**config.mk**
```make
export PLATFORM = sky130hd
export DESIGN_NAME = pmc_pll_pd_ctrl
export DESIGN_NICKNAME = d
export VERILOG_FILES = /design/src/pmc_pkg.sv /design/src/pmc_pll_pd_ctrl.sv
export SDC_FILE = /design/constraint.sdc
export NUM_CORES = 1
export LEC_CHECK = 0
export BUFFER_PORTS_ARGS = -buffer_cell sky130_fd_sc_hd__buf_2
export CAP_MARGIN = 0
export CORE_UTILIZATION = 45
export DETAILED_ROUTE_END_ITERATION = 10
export PLACE_DENSITY_LB_ADDON = 0.05
export SYNTH_ARGS = -nofsm -noshare
export SYNTH_HDL_FRONTEND = slang
export SYNTH_SLANG_ARGS = --single-unit
```
**constraint.sdc**
```tcl
create_clock -name clk_i -period 3.16 [get_ports clk_i]
set_input_delay 0.158 -clock clk_i [delete_from_list [all_inputs] [get_ports clk_i]]
set_output_delay 0.158 -clock clk_i [all_outputs]
set_load 0.01 [all_outputs]
```
**src/pmc_pkg.sv**
```systemverilog
package pmc_pkg;

    // ****************************************************************
    // timing
    // ****************************************************************
    localparam int unsigned CLK_PERIOD_NS   = 100;
    localparam int unsigned LOCK_TYP_NS     = 75000;
    localparam int unsigned LOCK_MARGIN_PCT = 150;
    // worst-case lock time is the typical figure plus the margin, rounded up to cycles
    localparam int unsigned LOCK_MAX_NS     = LOCK_TYP_NS * (100 + LOCK_MARGIN_PCT) / 100;
    localparam int unsigned LOCK_CYCLES     = (LOCK_MAX_NS + CLK_PERIOD_NS - 1) / CLK_PERIOD_NS;
    localparam int unsigned LOCK_W          = 12;
    localparam int unsigned PD_ENTRY_CYCLES = 9;
    localparam int unsigned PD_CNT_W        = 4;

    // ****************************************************************
    // register map
    // ****************************************************************
    localparam int unsigned ADR_W      = 4;
    localparam logic [3:0]  CSR_OFS    = 4'h0;
    localparam logic [3:0]  STATUS_OFS = 4'h4;
    localparam int unsigned PD_LSB     = 10;
    localparam int unsigned PD_MSB     = 15;
    localparam int unsigned PD_W       = 6;
    localparam int unsigned PD_SEL_BYTE = 1;
    localparam logic [5:0]  PD_RESET   = 6'h00;
    localparam int unsigned ST_LOCK    = 0;
    localparam int unsigned ST_MODE_LSB = 1;
    localparam int unsigned ST_MODE_MSB = 2;
    localparam int unsigned ST_RSVD    = 3;
    localparam int unsigned ST_HALT    = 4;
    localparam int unsigned ST_DEEP    = 5;

    // ****************************************************************
    // power-down codes
    // ****************************************************************
    localparam logic [5:0] PD_NONE     = 6'h00;
    localparam logic [5:0] PD_HALT_EN  = 6'h09;
    localparam logic [5:0] PD_HALT_ANY = 6'h11;
    localparam logic [5:0] PD_PLL_OUT  = 6'h1a;
    localparam logic [5:0] PD_PLL_IN   = 6'h1c;

    // ****************************************************************
    // strap modes and multiply factors
    // ****************************************************************
    localparam logic [1:0] STRAP_BYPASS = 2'h0;
    localparam logic [1:0] STRAP_X6     = 2'h1;
    localparam logic [1:0] STRAP_X12    = 2'h2;
    localparam logic [1:0] STRAP_RSVD   = 2'h3;
    localparam int unsigned MULT_W      = 4;
    localparam logic [3:0] MULT_X1      = 4'h1;
    localparam logic [3:0] MULT_X6      = 4'h6;
    localparam logic [3:0] MULT_X12     = 4'hc;

    // ****************************************************************
    // output clock dividers (half periods)
    // ****************************************************************
    localparam int unsigned DIV_W        = 2;
    localparam logic [1:0]  QUARTER_HALF = 2'h2;
    localparam logic [1:0]  SIXTH_HALF   = 2'h3;

    typedef enum logic [1:0] {PS_RUN, PS_ARM, PS_HALT, PS_DEEP} pmc_pd_state_e;

endpackage

```
**src/pmc_pll_pd_ctrl.sv**
```systemverilog
`timescale 1ns/1ps
`default_nettype none

module pmc_pll_pd_ctrl
#(
    parameter int unsigned LOCK_CYC  = pmc_pkg::LOCK_CYCLES,
    parameter int unsigned ENTRY_CYC = pmc_pkg::PD_ENTRY_CYCLES
)
(
    // clock and reset
    input  wire logic                        clk_i,
    input  wire logic                        rst_i,
    // wishbone slave
    input  wire logic                        wb_cyc_i,
    input  wire logic                        wb_stb_i,
    input  wire logic                        wb_we_i,
    input  wire logic [pmc_pkg::ADR_W-1:0]   wb_adr_i,
    input  wire logic [3:0]                  wb_sel_i,
    input  wire logic [31:0]                 wb_dat_i,
    output logic      [31:0]                 wb_dat_o,
    output logic                             wb_ack_o,
    // strap pins
    input  wire logic                        mode_strap_high_i,
    input  wire logic                        mode_strap_low_i,
    // interrupt state from the core
    input  wire logic                        irq_pending_i,
    input  wire logic                        irq_enabled_i,
    // clock control
    output logic      [pmc_pkg::MULT_W-1:0]  pll_mult_o,
    output logic                             pll_locked_o,
    output logic                             strap_reserved_o,
    output logic                             pll_in_run_o,
    output logic                             pll_out_run_o,
    output logic                             cpu_clk_en_o,
    output logic                             int_clk_en_o,
    output logic                             dma_clk_en_o,
    output logic                             io_freeze_o,
    output logic                             quarter_rate_clock_out_o,
    output logic                             sixth_rate_clock_out_o
);
    import pmc_pkg::*;

    // ****************************************************************
    // strap synchroniser
    // ****************************************************************
    logic [1:0] strap_s1_reg, strap_s1_next;
    logic [1:0] strap_s2_reg, strap_s2_next;
    logic [1:0] fill_reg,     fill_next;

    always_comb
    begin
        strap_s1_next = {mode_strap_high_i, mode_strap_low_i};
        strap_s2_next = strap_s1_reg;
        fill_next     = {fill_reg[0], 1'b1};
    end

    always_ff @(posedge clk_i)
    begin
        if (rst_i)
        begin
            strap_s1_reg <= STRAP_BYPASS;
            strap_s2_reg <= STRAP_BYPASS;
            fill_reg     <= 2'h0;
        end
        else
        begin
            strap_s1_reg <= strap_s1_next;
            strap_s2_reg <= strap_s2_next;
            fill_reg     <= fill_next;
        end
    end

    // ****************************************************************
    // mode decode and lock wait
    // ****************************************************************
    logic [1:0]        mode_seen_reg, mode_seen_next;
    logic              lock_reg,      lock_next;
    logic [LOCK_W-1:0] lock_cnt_reg,  lock_cnt_next;
    logic [MULT_W-1:0] mult_reg,      mult_next;
    logic              rsvd_reg,      rsvd_next;
    logic              is_mult;

    always_comb
    begin
        is_mult        = (strap_s2_reg == STRAP_X6) || (strap_s2_reg == STRAP_X12);
        mode_seen_next = strap_s2_reg;
        lock_next      = lock_reg;
        lock_cnt_next  = lock_cnt_reg;
        rsvd_next      = (strap_s2_reg == STRAP_RSVD);
        unique case (strap_s2_reg)
            STRAP_X6:  mult_next = MULT_X6;
            STRAP_X12: mult_next = MULT_X12;
            default:   mult_next = MULT_X1;
        endcase
        // lock is held low until the synchroniser has filled
        if (!fill_reg[1])
        begin
            lock_next = 1'b0;
        end
        else if (strap_s2_reg != mode_seen_reg)
        begin
            // a new selection restarts the wait; bypass needs none
            lock_next     = !is_mult;
            lock_cnt_next = LOCK_W'(LOCK_CYC - 1);
        end
        else if (!is_mult)
        begin
            lock_next = 1'b1;
        end
        else if (!lock_reg)
        begin
            if (lock_cnt_reg == '0)
                lock_next = 1'b1;
            else
                lock_cnt_next = lock_cnt_reg - 1'b1;
        end
    end

    always_ff @(posedge clk_i)
    begin
        if (rst_i)
        begin
            mode_seen_reg <= STRAP_BYPASS;
            lock_reg      <= 1'b0;
            lock_cnt_reg  <= LOCK_W'(LOCK_CYC - 1);
            mult_reg      <= MULT_X1;
            rsvd_reg      <= 1'b0;
        end
        else
        begin
            mode_seen_reg <= mode_seen_next;
            lock_reg      <= lock_next;
            lock_cnt_reg  <= lock_cnt_next;
            mult_reg      <= mult_next;
            rsvd_reg      <= rsvd_next;
        end
    end

    // ****************************************************************
    // wishbone slave and power-down state
    // ****************************************************************
    pmc_pd_state_e       ps_reg,     ps_next;
    logic [PD_W-1:0]     pd_reg,     pd_next;
    logic [PD_CNT_W-1:0] pd_cnt_reg, pd_cnt_next;
    logic                ack_reg,    ack_next;
    logic [31:0]         dat_reg,    dat_next;
    logic                req;
    logic                commit;
    logic                wake;
    logic                legal;

    always_comb
    begin
        req      = wb_cyc_i && wb_stb_i;
        ack_next = req && !ack_reg;
        dat_next = 32'h0;
        if (req && !ack_reg)
        begin
            if (wb_adr_i == CSR_OFS)
                dat_next[PD_MSB:PD_LSB] = pd_reg;
            else if (wb_adr_i == STATUS_OFS)
            begin
                dat_next[ST_LOCK]                 = lock_reg;
                dat_next[ST_MODE_MSB:ST_MODE_LSB] = strap_s2_reg;
                dat_next[ST_RSVD]                 = rsvd_reg;
                dat_next[ST_HALT]                 = (ps_reg == PS_HALT);
                dat_next[ST_DEEP]                 = (ps_reg == PS_DEEP);
            end
        end
        // the write lands at the edge where the master sees ack; a chip in deep power-down takes none
        commit = req && ack_reg && wb_we_i && (wb_adr_i == CSR_OFS) && wb_sel_i[PD_SEL_BYTE]
                 && (ps_reg != PS_DEEP);
        wake   = irq_pending_i && ((pd_reg == PD_HALT_ANY) || irq_enabled_i);
        legal  = (wb_dat_i[PD_MSB:PD_LSB] == PD_HALT_EN) || (wb_dat_i[PD_MSB:PD_LSB] == PD_HALT_ANY) ||
                 (wb_dat_i[PD_MSB:PD_LSB] == PD_PLL_OUT) || (wb_dat_i[PD_MSB:PD_LSB] == PD_PLL_IN);
        ps_next     = ps_reg;
        pd_next     = pd_reg;
        pd_cnt_next = pd_cnt_reg;
        if (commit)
            pd_next = wb_dat_i[PD_MSB:PD_LSB];
        unique case (ps_reg)
            PS_RUN, PS_ARM:
            begin
                if (commit)
                begin
                    // reserved codes are kept but select nothing
                    ps_next     = legal ? PS_ARM : PS_RUN;
                    pd_cnt_next = PD_CNT_W'(ENTRY_CYC - 1);
                end
                else if (ps_reg == PS_ARM)
                begin
                    if (pd_cnt_reg == '0)
                        ps_next = ((pd_reg == PD_PLL_OUT) || (pd_reg == PD_PLL_IN)) ?
                                  PS_DEEP : PS_HALT;
                    else
                        pd_cnt_next = pd_cnt_reg - 1'b1;
                end
            end
            PS_HALT:
            begin
                // a software write in the same cycle keeps its own value
                if (wake && !commit)
                begin
                    ps_next = PS_RUN;
                    pd_next = PD_NONE;
                end
                else if (commit)
                begin
                    ps_next     = legal ? PS_ARM : PS_RUN;
                    pd_cnt_next = PD_CNT_W'(ENTRY_CYC - 1);
                end
            end
            PS_DEEP:
                ps_next = PS_DEEP;
        endcase
    end

    always_ff @(posedge clk_i)
    begin
        if (rst_i)
        begin
            ps_reg     <= PS_RUN;
            pd_reg     <= PD_RESET;
            pd_cnt_reg <= '0;
            ack_reg    <= 1'b0;
            dat_reg    <= 32'h0;
        end
        else
        begin
            ps_reg     <= ps_next;
            pd_reg     <= pd_next;
            pd_cnt_reg <= pd_cnt_next;
            ack_reg    <= ack_next;
            dat_reg    <= dat_next;
        end
    end

    assign wb_ack_o = ack_reg;
    assign wb_dat_o = dat_reg;

    // ****************************************************************
    // clock enables and derived clocks
    // ****************************************************************
    logic             cpu_en_reg, cpu_en_next;
    logic             sys_en_reg, sys_en_next;
    logic             pin_reg,    pin_next;
    logic             pout_reg,   pout_next;
    logic             frz_reg,    frz_next;
    logic [DIV_W-1:0] qcnt_reg,   qcnt_next;
    logic [DIV_W-1:0] scnt_reg,   scnt_next;
    logic             q_reg,      q_next;
    logic             s_reg,      s_next;
    logic             div_en;

    always_comb
    begin
        // cpu, int and dma enables all wait for lock; cpu also stops in halt, int and dma only in deep
        cpu_en_next = lock_next && ((ps_next == PS_RUN) || (ps_next == PS_ARM));
        sys_en_next = lock_next && (ps_next != PS_DEEP);
        pout_next   = (ps_next != PS_DEEP);
        pin_next    = !((ps_next == PS_DEEP) && (pd_next == PD_PLL_IN));
        frz_next    = (ps_next == PS_DEEP);
        div_en      = sys_en_next;
        qcnt_next   = qcnt_reg;
        scnt_next   = scnt_reg;
        q_next      = q_reg;
        s_next      = s_reg;
        if (div_en)
        begin
            if (qcnt_reg == QUARTER_HALF - 1'b1)
            begin
                qcnt_next = '0;
                q_next    = !q_reg;
            end
            else
                qcnt_next = qcnt_reg + 1'b1;
            if (scnt_reg == SIXTH_HALF - 1'b1)
            begin
                scnt_next = '0;
                s_next    = !s_reg;
            end
            else
                scnt_next = scnt_reg + 1'b1;
        end
    end

    always_ff @(posedge clk_i)
    begin
        if (rst_i)
        begin
            cpu_en_reg <= 1'b0;
            sys_en_reg <= 1'b0;
            pin_reg    <= 1'b1;
            pout_reg   <= 1'b1;
            frz_reg    <= 1'b0;
            qcnt_reg   <= '0;
            scnt_reg   <= '0;
            q_reg      <= 1'b0;
            s_reg      <= 1'b0;
        end
        else
        begin
            cpu_en_reg <= cpu_en_next;
            sys_en_reg <= sys_en_next;
            pin_reg    <= pin_next;
            pout_reg   <= pout_next;
            frz_reg    <= frz_next;
            qcnt_reg   <= qcnt_next;
            scnt_reg   <= scnt_next;
            q_reg      <= q_next;
            s_reg      <= s_next;
        end
    end

    assign pll_mult_o               = mult_reg;
    assign pll_locked_o             = lock_reg;
    assign strap_reserved_o         = rsvd_reg;
    assign pll_in_run_o             = pin_reg;
    assign pll_out_run_o            = pout_reg;
    assign cpu_clk_en_o             = cpu_en_reg;
    assign int_clk_en_o             = sys_en_reg;
    assign dma_clk_en_o             = sys_en_reg;
    assign io_freeze_o              = frz_reg;
    assign quarter_rate_clock_out_o = q_reg;
    assign sixth_rate_clock_out_o   = s_reg;

    // ****************************************************************
    // assertions
    // ****************************************************************
    property p_mult_decode;
        @(posedge clk_i) disable iff (rst_i)
        (strap_s2_reg == STRAP_X12) |=> (pll_mult_o == MULT_X12);
    endproperty
    a_mult_decode: assert property (p_mult_decode) else $error("x12 strap not decoded");

    property p_bypass_lock;
        @(posedge clk_i) disable iff (rst_i)
        (fill_reg[1] && strap_s2_reg == STRAP_BYPASS) [*2] |=> pll_locked_o;
    endproperty
    a_bypass_lock: assert property (p_bypass_lock) else $error("bypass mode not locked at once");

    property p_lock_gate;
        @(posedge clk_i) disable iff (rst_i)
        !pll_locked_o |-> !cpu_clk_en_o && !int_clk_en_o;
    endproperty
    a_lock_gate: assert property (p_lock_gate) else $error("clocks enabled before lock");

    property p_lock_restart;
        @(posedge clk_i) disable iff (rst_i)
        (fill_reg[1] && $changed(strap_s2_reg) && strap_s2_reg == STRAP_X6) |=> !pll_locked_o [*8];
    endproperty
    a_lock_restart: assert property (p_lock_restart) else $error("lock wait skipped");

    property p_field_write;
        @(posedge clk_i) disable iff (rst_i)
        (commit && ps_reg != PS_HALT) |=> (pd_reg == $past(wb_dat_i[PD_MSB:PD_LSB]));
    endproperty
    a_field_write: assert property (p_field_write) else $error("power-down field not written");

    property p_reset_zero;
        @(posedge clk_i) rst_i |=> (pd_reg == PD_RESET) && (ps_reg == PS_RUN);
    endproperty
    a_reset_zero: assert property (p_reset_zero) else $error("power-down field not zero after reset");

    property p_rsvd_code;
        @(posedge clk_i) disable iff (rst_i)
        (commit && ps_reg == PS_RUN && !legal) |=> (ps_reg == PS_RUN);
    endproperty
    a_rsvd_code: assert property (p_rsvd_code) else $error("reserved code changed state");

    property p_halt_gate;
        @(posedge clk_i) disable iff (rst_i)
        (ps_reg == PS_HALT) |-> !cpu_clk_en_o && (int_clk_en_o == pll_locked_o) && (dma_clk_en_o == int_clk_en_o);
    endproperty
    a_halt_gate: assert property (p_halt_gate) else $error("halt gating wrong");

    property p_deep_hold;
        @(posedge clk_i) disable iff (rst_i)
        (ps_reg == PS_DEEP) |=> io_freeze_o && !pll_out_run_o && (ps_reg == PS_DEEP) && !int_clk_en_o;
    endproperty
    a_deep_hold: assert property (p_deep_hold) else $error("deep mode left or not frozen");

    property p_entry_delay;
        @(posedge clk_i) disable iff (rst_i)
        (commit && wb_dat_i[PD_MSB:PD_LSB] == PD_PLL_OUT) |=> !io_freeze_o [*8] ##1 !io_freeze_o ##1 io_freeze_o;
    endproperty
    a_entry_delay: assert property (p_entry_delay) else $error("mode entry not nine cycles after write");

    property p_quarter;
        @(posedge clk_i) disable iff (rst_i)
        ($rose(quarter_rate_clock_out_o) && div_en) ##1 div_en |=> $fell(quarter_rate_clock_out_o);
    endproperty
    a_quarter: assert property (p_quarter) else $error("quarter clock high time wrong");

    property p_sixth;
        @(posedge clk_i) disable iff (rst_i)
        ($rose(sixth_rate_clock_out_o) && div_en) ##1 div_en [*2] |=> $fell(sixth_rate_clock_out_o);
    endproperty
    a_sixth: assert property (p_sixth) else $error("sixth clock high time wrong");

endmodule

`default_nettype wire

```
# == Word-level counts from Yosys, hierarchy flattened ==
# Cells that the tools add are included.
# word_totals
out_inout_bits,47
reg_bits,82
inputBits,49
word_cells,129
# op_classes
addsub,4
bitwise_logic,3
n_eq_ne,28
muxes,30
n_reduce_logical,39
# op_table
cell,count
12-bit 2-to-1 mux,4
"6-bit by 5-bit equality test with 1-bit output, second input constant",7
4-bit 2-to-1 mux,5
6-bit 2-to-1 mux,3
4-bit one-hot mux with 2 select lines,2
2-bit 2-to-1 mux,7
"2-bit equality test, second input constant",6
1-bit logical AND,12
12-bit logical NOT,1
"12-bit by 1-bit subtractor with 12-bit output, second input constant",1
"2-bit != test, second input constant",5
"2-bit by 1-bit equality test with 1-bit output, second input constant",4
4-bit logical NOT,2
1-bit 2-to-1 mux,8
1-bit logical OR,7
"6-bit by 4-bit equality test with 1-bit output, second input constant",1
1-bit logical NOT,6
"3-bit != test, second input constant",2
2-bit one-hot mux with 3 select lines,1
5-bit AND reduction,1
"2-bit by 1-bit adder with 2-bit output, second input constant",2
"4-bit by 3-bit equality test with 1-bit output, second input constant",1
2-bit logical NOT,2
2-bit AND reduction,2
other kinds (9),12

# == Logic depth before layout (Yosys ltp) ==
# Gate-level depths: netlist of run 1.
# depth
word_depth,13
ltp_mapped,8
ltp_nobuf,8

# == Least setup slack after synthesis of run 1 ==
# No wires, ideal clock.
# synth_path
path_kind,flip-flop to flip-flop
from,reg lock_cnt_reg[2]
to,reg q_reg (netlist: quarter_rate_clock_out_o)
path_buffers,1
arrival_ns,2.344
period_less_slack_ns,2.465
setup_slack_ns,0.695
required_time_ns,3.039
setup_ns,0.121
path_stages_with_launch,7
cell_sequence,dfxtp_1 > or4_4 > o41a_1 > or2_0 > buf_6 > nor4b_1 > mux2_2
# synth_via
elab_chain_len,8
# synth_lines
item,line_no,source
"start, declared",pmc_pll_pd_ctrl.sv:78,"logic [LOCK_W-1:0] lock_cnt_reg, lock_cnt_next;"
"start signal, assigned",pmc_pll_pd_ctrl.sv:125,lock_cnt_reg <= LOCK_W'(LOCK_CYC - 1);
"start signal, assigned",pmc_pll_pd_ctrl.sv:133,lock_cnt_reg <= lock_cnt_next;
12-bit logical NOT,pmc_pll_pd_ctrl.sv:112,if (lock_cnt_reg == '0)
1-bit 2-to-1 mux,pmc_pll_pd_ctrl.sv:112,
1-bit 2-to-1 mux,pmc_pll_pd_ctrl.sv:110,else if (!lock_reg)
1-bit 2-to-1 mux,pmc_pll_pd_ctrl.sv:106,else if (!is_mult)
1-bit 2-to-1 mux,pmc_pll_pd_ctrl.sv:100,else if (strap_s2_reg != mode_seen_reg)
1-bit 2-to-1 mux,pmc_pll_pd_ctrl.sv:96,if (!fill_reg[1])
1-bit logical AND,pmc_pll_pd_ctrl.sv:259,sys_en_next = lock_next && (ps_next != PS_DEEP);
2-bit AND reduction (no line),-,
"end signal, assigned",pmc_pll_pd_ctrl.sv:310,q_reg <= q_next;
"end, declared",pmc_pll_pd_ctrl.sv:251,"logic q_reg, q_next;"
# Every way passes these cells.
# A chain may end at the register's enable or synchronous reset.

# == Worst setup path in the final report of run 1 ==
# Ends and elaborated chain as after synthesis.

==> impl_metrics.yaml, run 1 <==
yosys:
  synth_top_area_share: 0.473
  yosys.area.top_type: "dfxtp_1"
  synthTopCellsByArea: "dfxtp_1, buf_4, nand2_1, and2_1, ha_1"
  synth_commonest_cells: "dfxtp_1, nand2_1, nor2_1"
  synth_cell_types: 51
  synth_most_common_cell: "dfxtp_1"
  synth-main-ff-cell: "dfxtp_1"
  syn_area_um2: 2630
  yosys_register_bits: 62
  synth_edf_count: 0
  yosysSeqAreaShare: 0.473
  synth_cells: 285
  ys_warn_count: 0
  async_reset_ff_frac: 0
  syn_avg_cell_area_um2: 9.21
cts:
  cts_sinks: 62
  cts_tree: "yes"
  clkTransAtPathRegs_ps: 70
  worstSkewPairLatency_ps: 330
  cts_buffer_depth: 2
  ctsHoldBuffers: 0
  root_buffer: "clkbuf_8"
  cts_buffers: 9
  post_cts_buffers: 0
  htree_levels: 3
  cts_resized: 0
route:
  routed_via_density: 4.72
  route.vias.total: 1940
  drc: 0
  detail-route-antenna-nets: 0
  dr.pass1.iters: 4
  wire_per_inst_um: 11.9
  drt_wl_total_um: 4890
  drt_iter0_drc: 55
power:
  power_leakage_nw: 1.32
  p_total_mw: 1.60
  power_density_nw_per_um2: 527
  max-vdd-ir-drop_v: 0.000233
sta:
  timing.final.ws_setup_ps: 533
  slew_headroom: 0.638
  finalSetupTns_ps: 0
  period_minus_slack_ps: 2630
  hold_viol: 0
  fin_crit_sh: 0.831
  slew_violations: 0
  worstMarginPinSlew_ps: 543
  skew_ps: 6.06
  setup_violations: 0
  fmax_mhz: 381
  finalHoldWorstSlack_ps: 32.2
  rsz0062_at_grt: "no"
cells_and_area:
  multi_input_area_um2: 1230
  regArea_um2: 1240
  drive_gt1_frac: 0.201
  stdcell_area_um2: 3040
  antenna_cells: 0
  fin_nets: 391
  area_growth_syn_to_layout_pct: 16.0
  n_fill_cell: 541
placement:
  place.gp.congestion: 0.776
  place_hpwl_um: 3440
  port_buffers: 46
  pre_cts_ws_ps: 544
  dpl-instance-area_um2: 2840
critical_path:
  worst_ep_arrival_time_ps: 2850
  crit_path_start_kind: "flop"
  crit_type: "flop to flop"
  required_ps: 3380
  critPathMaxFanout: 7
  cp-end-kind: "flop"
grt:
  antenna_found_initial: 0
  grt_max_degree: 30
  grt_pass1_vias: 1780
  grt_overflow_total: 0
  grt_pass1_wl_um: 8330
  grt_util_all_layers: 0.179
floorplan:
  die_x_um: 78.4
  rows: 27
  boundaryPins: 96
  coreArea_um2: 5570
  die_h_um: 78.4
  initial_utilization: 0.471
  die_area_um2: 6140
job:
  drv_cap: 0
run_status:
  status: "completed"
min_path:
  min_path_type: "input pin to flop"
[final cells by class]
| cell class | count | share of cell area |
|---|---|---|
| multi-input cells | 204 | 0.403 |
| repair buffers | 47 | 0.0781 |
| clock inverters | 3 | 0.0140 |
| clock buffers | 12 | 0.0543 |
| well taps | 72 | 0.0296 |
| inverters | 11 | 0.0136 |
| flip-flops and latches | 62 | 0.408 |
[power by group]
part | internal (mW) | total [mW] | switching [mW]
sequential | 0.794 | 0.801 | 0.00727
combinational | 0.0309 | 0.0832 | 0.0523
clock | 0.423 | 0.719 | 0.296
[logic make-up (layout without fill, tap and decap cells)]
logic type	after synthesis	count (layout)	synth area share
AO/OA/AOI/OAI	33	33	0.0791
XOR/XNOR	13	13	0.0434
adder cells (fa/ha/maj)	7	7	0.0334
buffers and inverters	38	73	0.0872
flip-flops	62	62	0.473
multiplexers	4	4	0.0162
other	1	20	0.00143
AND/OR/NAND/NOR	127	127	0.266
[routing by layer]
metal,vias up,routed length (um),global-route usage,part of all wire
li1,1017,-,-,-
met1,861,2400,0.227,0.49
met2,48,2180,0.273,0.44
met3,14,207,0.0547,0.042
met4,0,106,0.0889,0.022
met5,-,0,0,0
[placed cells by master, fill, tap and decap left out, types with 3 or more instances in the layout]
cell type | synthesis | layout
dfxtp_1 | 62 | 62
buf_2 | 0 | 46
nand2_1 | 30 | 30
nor2_1 | 23 | 23
conb_1 | 1 | 20
and2_1 | 15 | 15
a21oi_1 | 14 | 14
clkbuf_8 | 0 | 12
nor2b_1 | 11 | 11
inv_1 | 10 | 10
nor3_1 | 10 | 10
o21ai_0 | 7 | 7
xor2_1 | 7 | 7
ha_1 | 7 | 7
xnor2_1 | 6 | 6
nor3b_1 | 4 | 4
and3_1 | 3 | 3
nand4_1 | 3 | 3
nor4bb_1 | 3 | 3
or3_1 | 3 | 3
nor4b_1 | 3 | 3
nand3b_1 | 3 | 3
[stage by stage]
| step | util | instances |
|---|---|---|
| after floorplan | - | 304 |
| after global placement | 0.509 | 396 |
| after detailed placement | 0.509 | 396 |
| after CTS | 0.546 | 411 |
| after global routing | 0.546 | 411 |
| final | 0.546 | 411 |
[final timing paths]
check / from / end / slack (ps) / cells past startpoint
worst max register to register: lock_cnt_reg[2]$_SDFFE_PP0P_ / quarter_rate_clock_out_o$_SDFFE_PP0P_ / 530 / 5
worst min register to register: fill_reg[0]$_DFF_P_ / fill_reg[1]$_SDFF_PP0_ / 440 / 1
worst min-delay path: mode_strap_high_i / strap_s1_reg[1]$_SDFF_PP0_ / 30 / 2
worst max-delay path: lock_cnt_reg[2]$_SDFFE_PP0P_ / quarter_rate_clock_out_o$_SDFFE_PP0P_ / 530 / 5
[worst max-delay path: stages, from the launching register on]
cell     delay (ps)
dfxtp_1         350
or4_4           570
o41a_1          480
or2_0           380
nor4b_1         370
mux2_2          370
No activity file was read; power rests on OpenSTA's default activity.
==> run 2: changes to the inputs <==
--- a/config.mk
+++ b/config.mk
@@ -5,6 +5,7 @@
 export SDC_FILE = /design/constraint.sdc
 export NUM_CORES = 1
 export LEC_CHECK = 0
+export ABC_AREA = 1
 export BUFFER_PORTS_ARGS = -buffer_cell sky130_fd_sc_hd__buf_2
 export CAP_MARGIN = 0
 export CORE_UTILIZATION = 45
==> constraint.sdc (replaced) <==
create_clock -name clk_i -period 2.5 [get_ports clk_i]
set_input_delay 0.125 -clock clk_i [delete_from_list [all_inputs] [get_ports clk_i]]
set_output_delay 0.125 -clock clk_i [all_outputs]
set_load 0.01 [all_outputs]
==> run 2 against run 1 <==
Net effect:
- register-to-register slack improved by 180 ps
- largest cell class is now multi-input gates
- sequential share of layout area fell by 2.8 points
- maximum frequency rose by 47%
- first-iteration DRC count rose by 100%
- core utilization barely moved
- critical path depth rose by 8
- clock skew rose by 3.6 ps
- via count rose by 18%
- setup slack improved by 180 ps
- non-clock buffer count rose by 1
- highest routed layer unchanged
==> impl_metrics.yaml, run 2 <==
route:
  detail-route-antenna-nets: 0
  drt_iter0_drc: 112
  drt_wl_total_um: 5210
  wire_per_inst_um: 10.2
  dr.pass1.iters: 4
  drc: 0
  routed_via_density: 4.49
  route.vias.total: 2292
floorplan:
  coreArea_um2: 5990
  initial_utilization: 0.473
  die_area_um2: 6620
  rows: 28
  die_x_um: 81.4
  boundaryPins: 96
  die_h_um: 81.4
cells_and_area:
  final_common_cell: "nor2_1"
  antenna_cells: 0
  area_growth_syn_to_layout_pct: 15.4
  drive_gt1_frac: 0.181
  mostFrequentLayoutCells: "nor2_1, dfxtp_1, nand2_1, inv_1, buf_2"
  fin_nets: 487
sta:
  hold_viol: 0
  fmax_mhz: 559
  finalSetupTns_ps: 0
  fin_crit_sh: 0.716
  rsz0062_at_grt: "no"
  setup_violations: 0
  slew_violations: 0
  skew_ps: 9.62
  finalHoldWorstSlack_ps: 98.9
  period_minus_slack_ps: 1790
yosys:
  yosysSeqAreaShare: 0.438
  synth_cells: 380
  synth_cell_types: 35
  async_reset_ff_frac: 0
  syn_avg_cell_area_um2: 7.46
  synth_commonest_cells: "nor2_1, dfxtp_1, nand2_1"
  synthTopCellsByArea: "dfxtp_1, nor2_1, nand2_1, inv_1, buf_4"
  yosys.area.top_type: "dfxtp_1"
  synth_edf_count: 0
  yosys_register_bits: 62
  synth_top_area_share: 0.438
  syn_area_um2: 2830
  ys_warn_count: 0
  synth-main-ff-cell: "dfxtp_1"
  synth_most_common_cell: "nor2_1"
power:
  internal_power_mw: 1.65
  sw_frac_of_total: 0.228
  combinationalPowerShare: 0.073
  p_switching_mw: 0.487
  pwr-share-seq: 0.480
  power_leakage_nw: 1.58
  power_density_nw_per_um2: 654
  max-vdd-ir-drop_v: 0.000319
  clock_power_share: 0.447
critical_path:
  cp-end-kind: "flop"
  crit_type: "flop to flop"
  required_ps: 2770
  path_cells: "inv_1, ha_1, nand2_2, nor2_1, nand2_1, nand2_1, nand2_2, nand3_4, inv_2, nand3_1, nor2_1, nor2_1, nand2_1"
  cp.buffers_inverters: 2
  cp_top_family: "simple AND/OR/NAND/NOR gates"
  crit_path_start_kind: "flop"
  cpMaxStageDelayCell: "dfxtp_1"
  max_stage_delay_ps: 390
  critPathMaxFanout: 13
  worst_ep_arrival_time_ps: 2070
grt:
  grt_max_degree: 27
  grt_overflow_total: 0
  grt_pass1_vias: 1981
  grt_util_all_layers: 0.172
  antenna_found_initial: 0
  grt_pass1_wl_um: 8580
job:
  drv_cap: 0
cts:
  ctsHoldBuffers: 2
  cts_resized: 0
  cts_buffers: 9
  worstSkewPairLatency_ps: 330
  htree_levels: 3
  post_cts_buffers: 0
  root_buffer: "clkbuf_8"
  clkTransAtPathRegs_ps: 70
  cts_buffer_depth: 2
  cts_tree: "yes"
  cts_sinks: 62
min_path:
  min_path_type: "input pin to flop"
placement:
  port_buffers: 46
  place.gp.congestion: 0.799
  place_hpwl_um: 3860
run_status:
  status: "completed"
-- run 2: cell types whose count changed after synthesis, moves of 4 or more --
cell | before | now
nor2_1 | 23 | 76
inv_1 | 10 | 52
nand2_1 | 30 | 58
nand3_1 | 2 | 20
and2_1 | 15 | 1
nor2b_1 | 11 | 0
o21ai_0 | 7 | 13
nand2_2 | 0 | 5
o21ai_1 | 0 | 5
nor3b_1 | 4 | 0
-- run 2: tightest hold or removal path, delay by kind of cell --
family / cells / cell delay (ps)
buffers and inverters: 1 / 90
and+or+nand+nor: 1 / 100
AOI/OAI and AO/OA: 1 / 80
-- run 2: metal layers --
metal	part of all wire	vias to the layer above	GRT usage	wire, um
met1	0.50	1005	0.221	2630
li1	-	1232	-	-
met3	0.044	9	0.0371	230
met4	0.015	0	0.0964	76
met2	0.44	46	0.265	2270
met5	0	-	0	0
-- run 2: final timing paths --
path,from,to,slack (ps),cells past startpoint
worst min-delay path,wb_dat_i[15],pd_reg[5]$_SDFF_PP0_,100,3
worst max-delay path,lock_cnt_reg[0]$_SDFFE_PP0P_,lock_cnt_reg[4]$_SDFFE_PP1P_,710,13
worst max register to register,lock_cnt_reg[0]$_SDFFE_PP0P_,lock_cnt_reg[4]$_SDFFE_PP1P_,710,13
worst min register to register,strap_s1_reg[1]$_SDFF_PP0_,mode_seen_next[1]$_SDFF_PP0_,410,2
-- run 2: stage by stage --
step / util / area, um^2 / setup slack (ps) / total power [mW] / cells
after floorplan: - / 2910 / 1030 / 1.18 / 399
after global placement: 0.506 / 3030 / 761 / 1.20 / 493
after detailed placement: 0.506 / 3030 / 738 / 1.20 / 493
after CTS: 0.546 / 3270 / 700 / 2.15 / 511
after global routing: 0.546 / 3270 / 521 / 2.23 / 511
final: 0.546 / 3270 / 710 / 2.14 / 511
-- run 2: power by group through the flow --
stage                     Sequential [mW]  Combinational [mW]  Clock (mW)
after global routing                 1.03               0.178        1.02
after floorplan                      1.05               0.133           0
final                                1.03               0.155       0.955
after global placement               1.05               0.152           0
after CTS                            1.03               0.156       0.971
after detailed placement             1.05               0.153           0
-- run 2: area by class of cell --
cell class                 instances  area, um^2
clock buffer                      12         145
clock inverter                     4        70.1
fill                             594        2720
inverter                          55         208
multi-input combinational        255        1260
sequential                        62        1240
tap                               75        93.8
timing repair buffer              48         250
-- run 2: cells by family (layout without fill, tap and decap cells) --
group	after synthesis	in the layout	share of synthesized area
simple gates	182	182	0.283
compound gates	36	36	0.0737
xor+xnor	10	10	0.0309
buf+inv	82	119	0.142
other cells	1	20	0.00132
fa+ha+maj	7	7	0.0309
flops	62	62	0.438
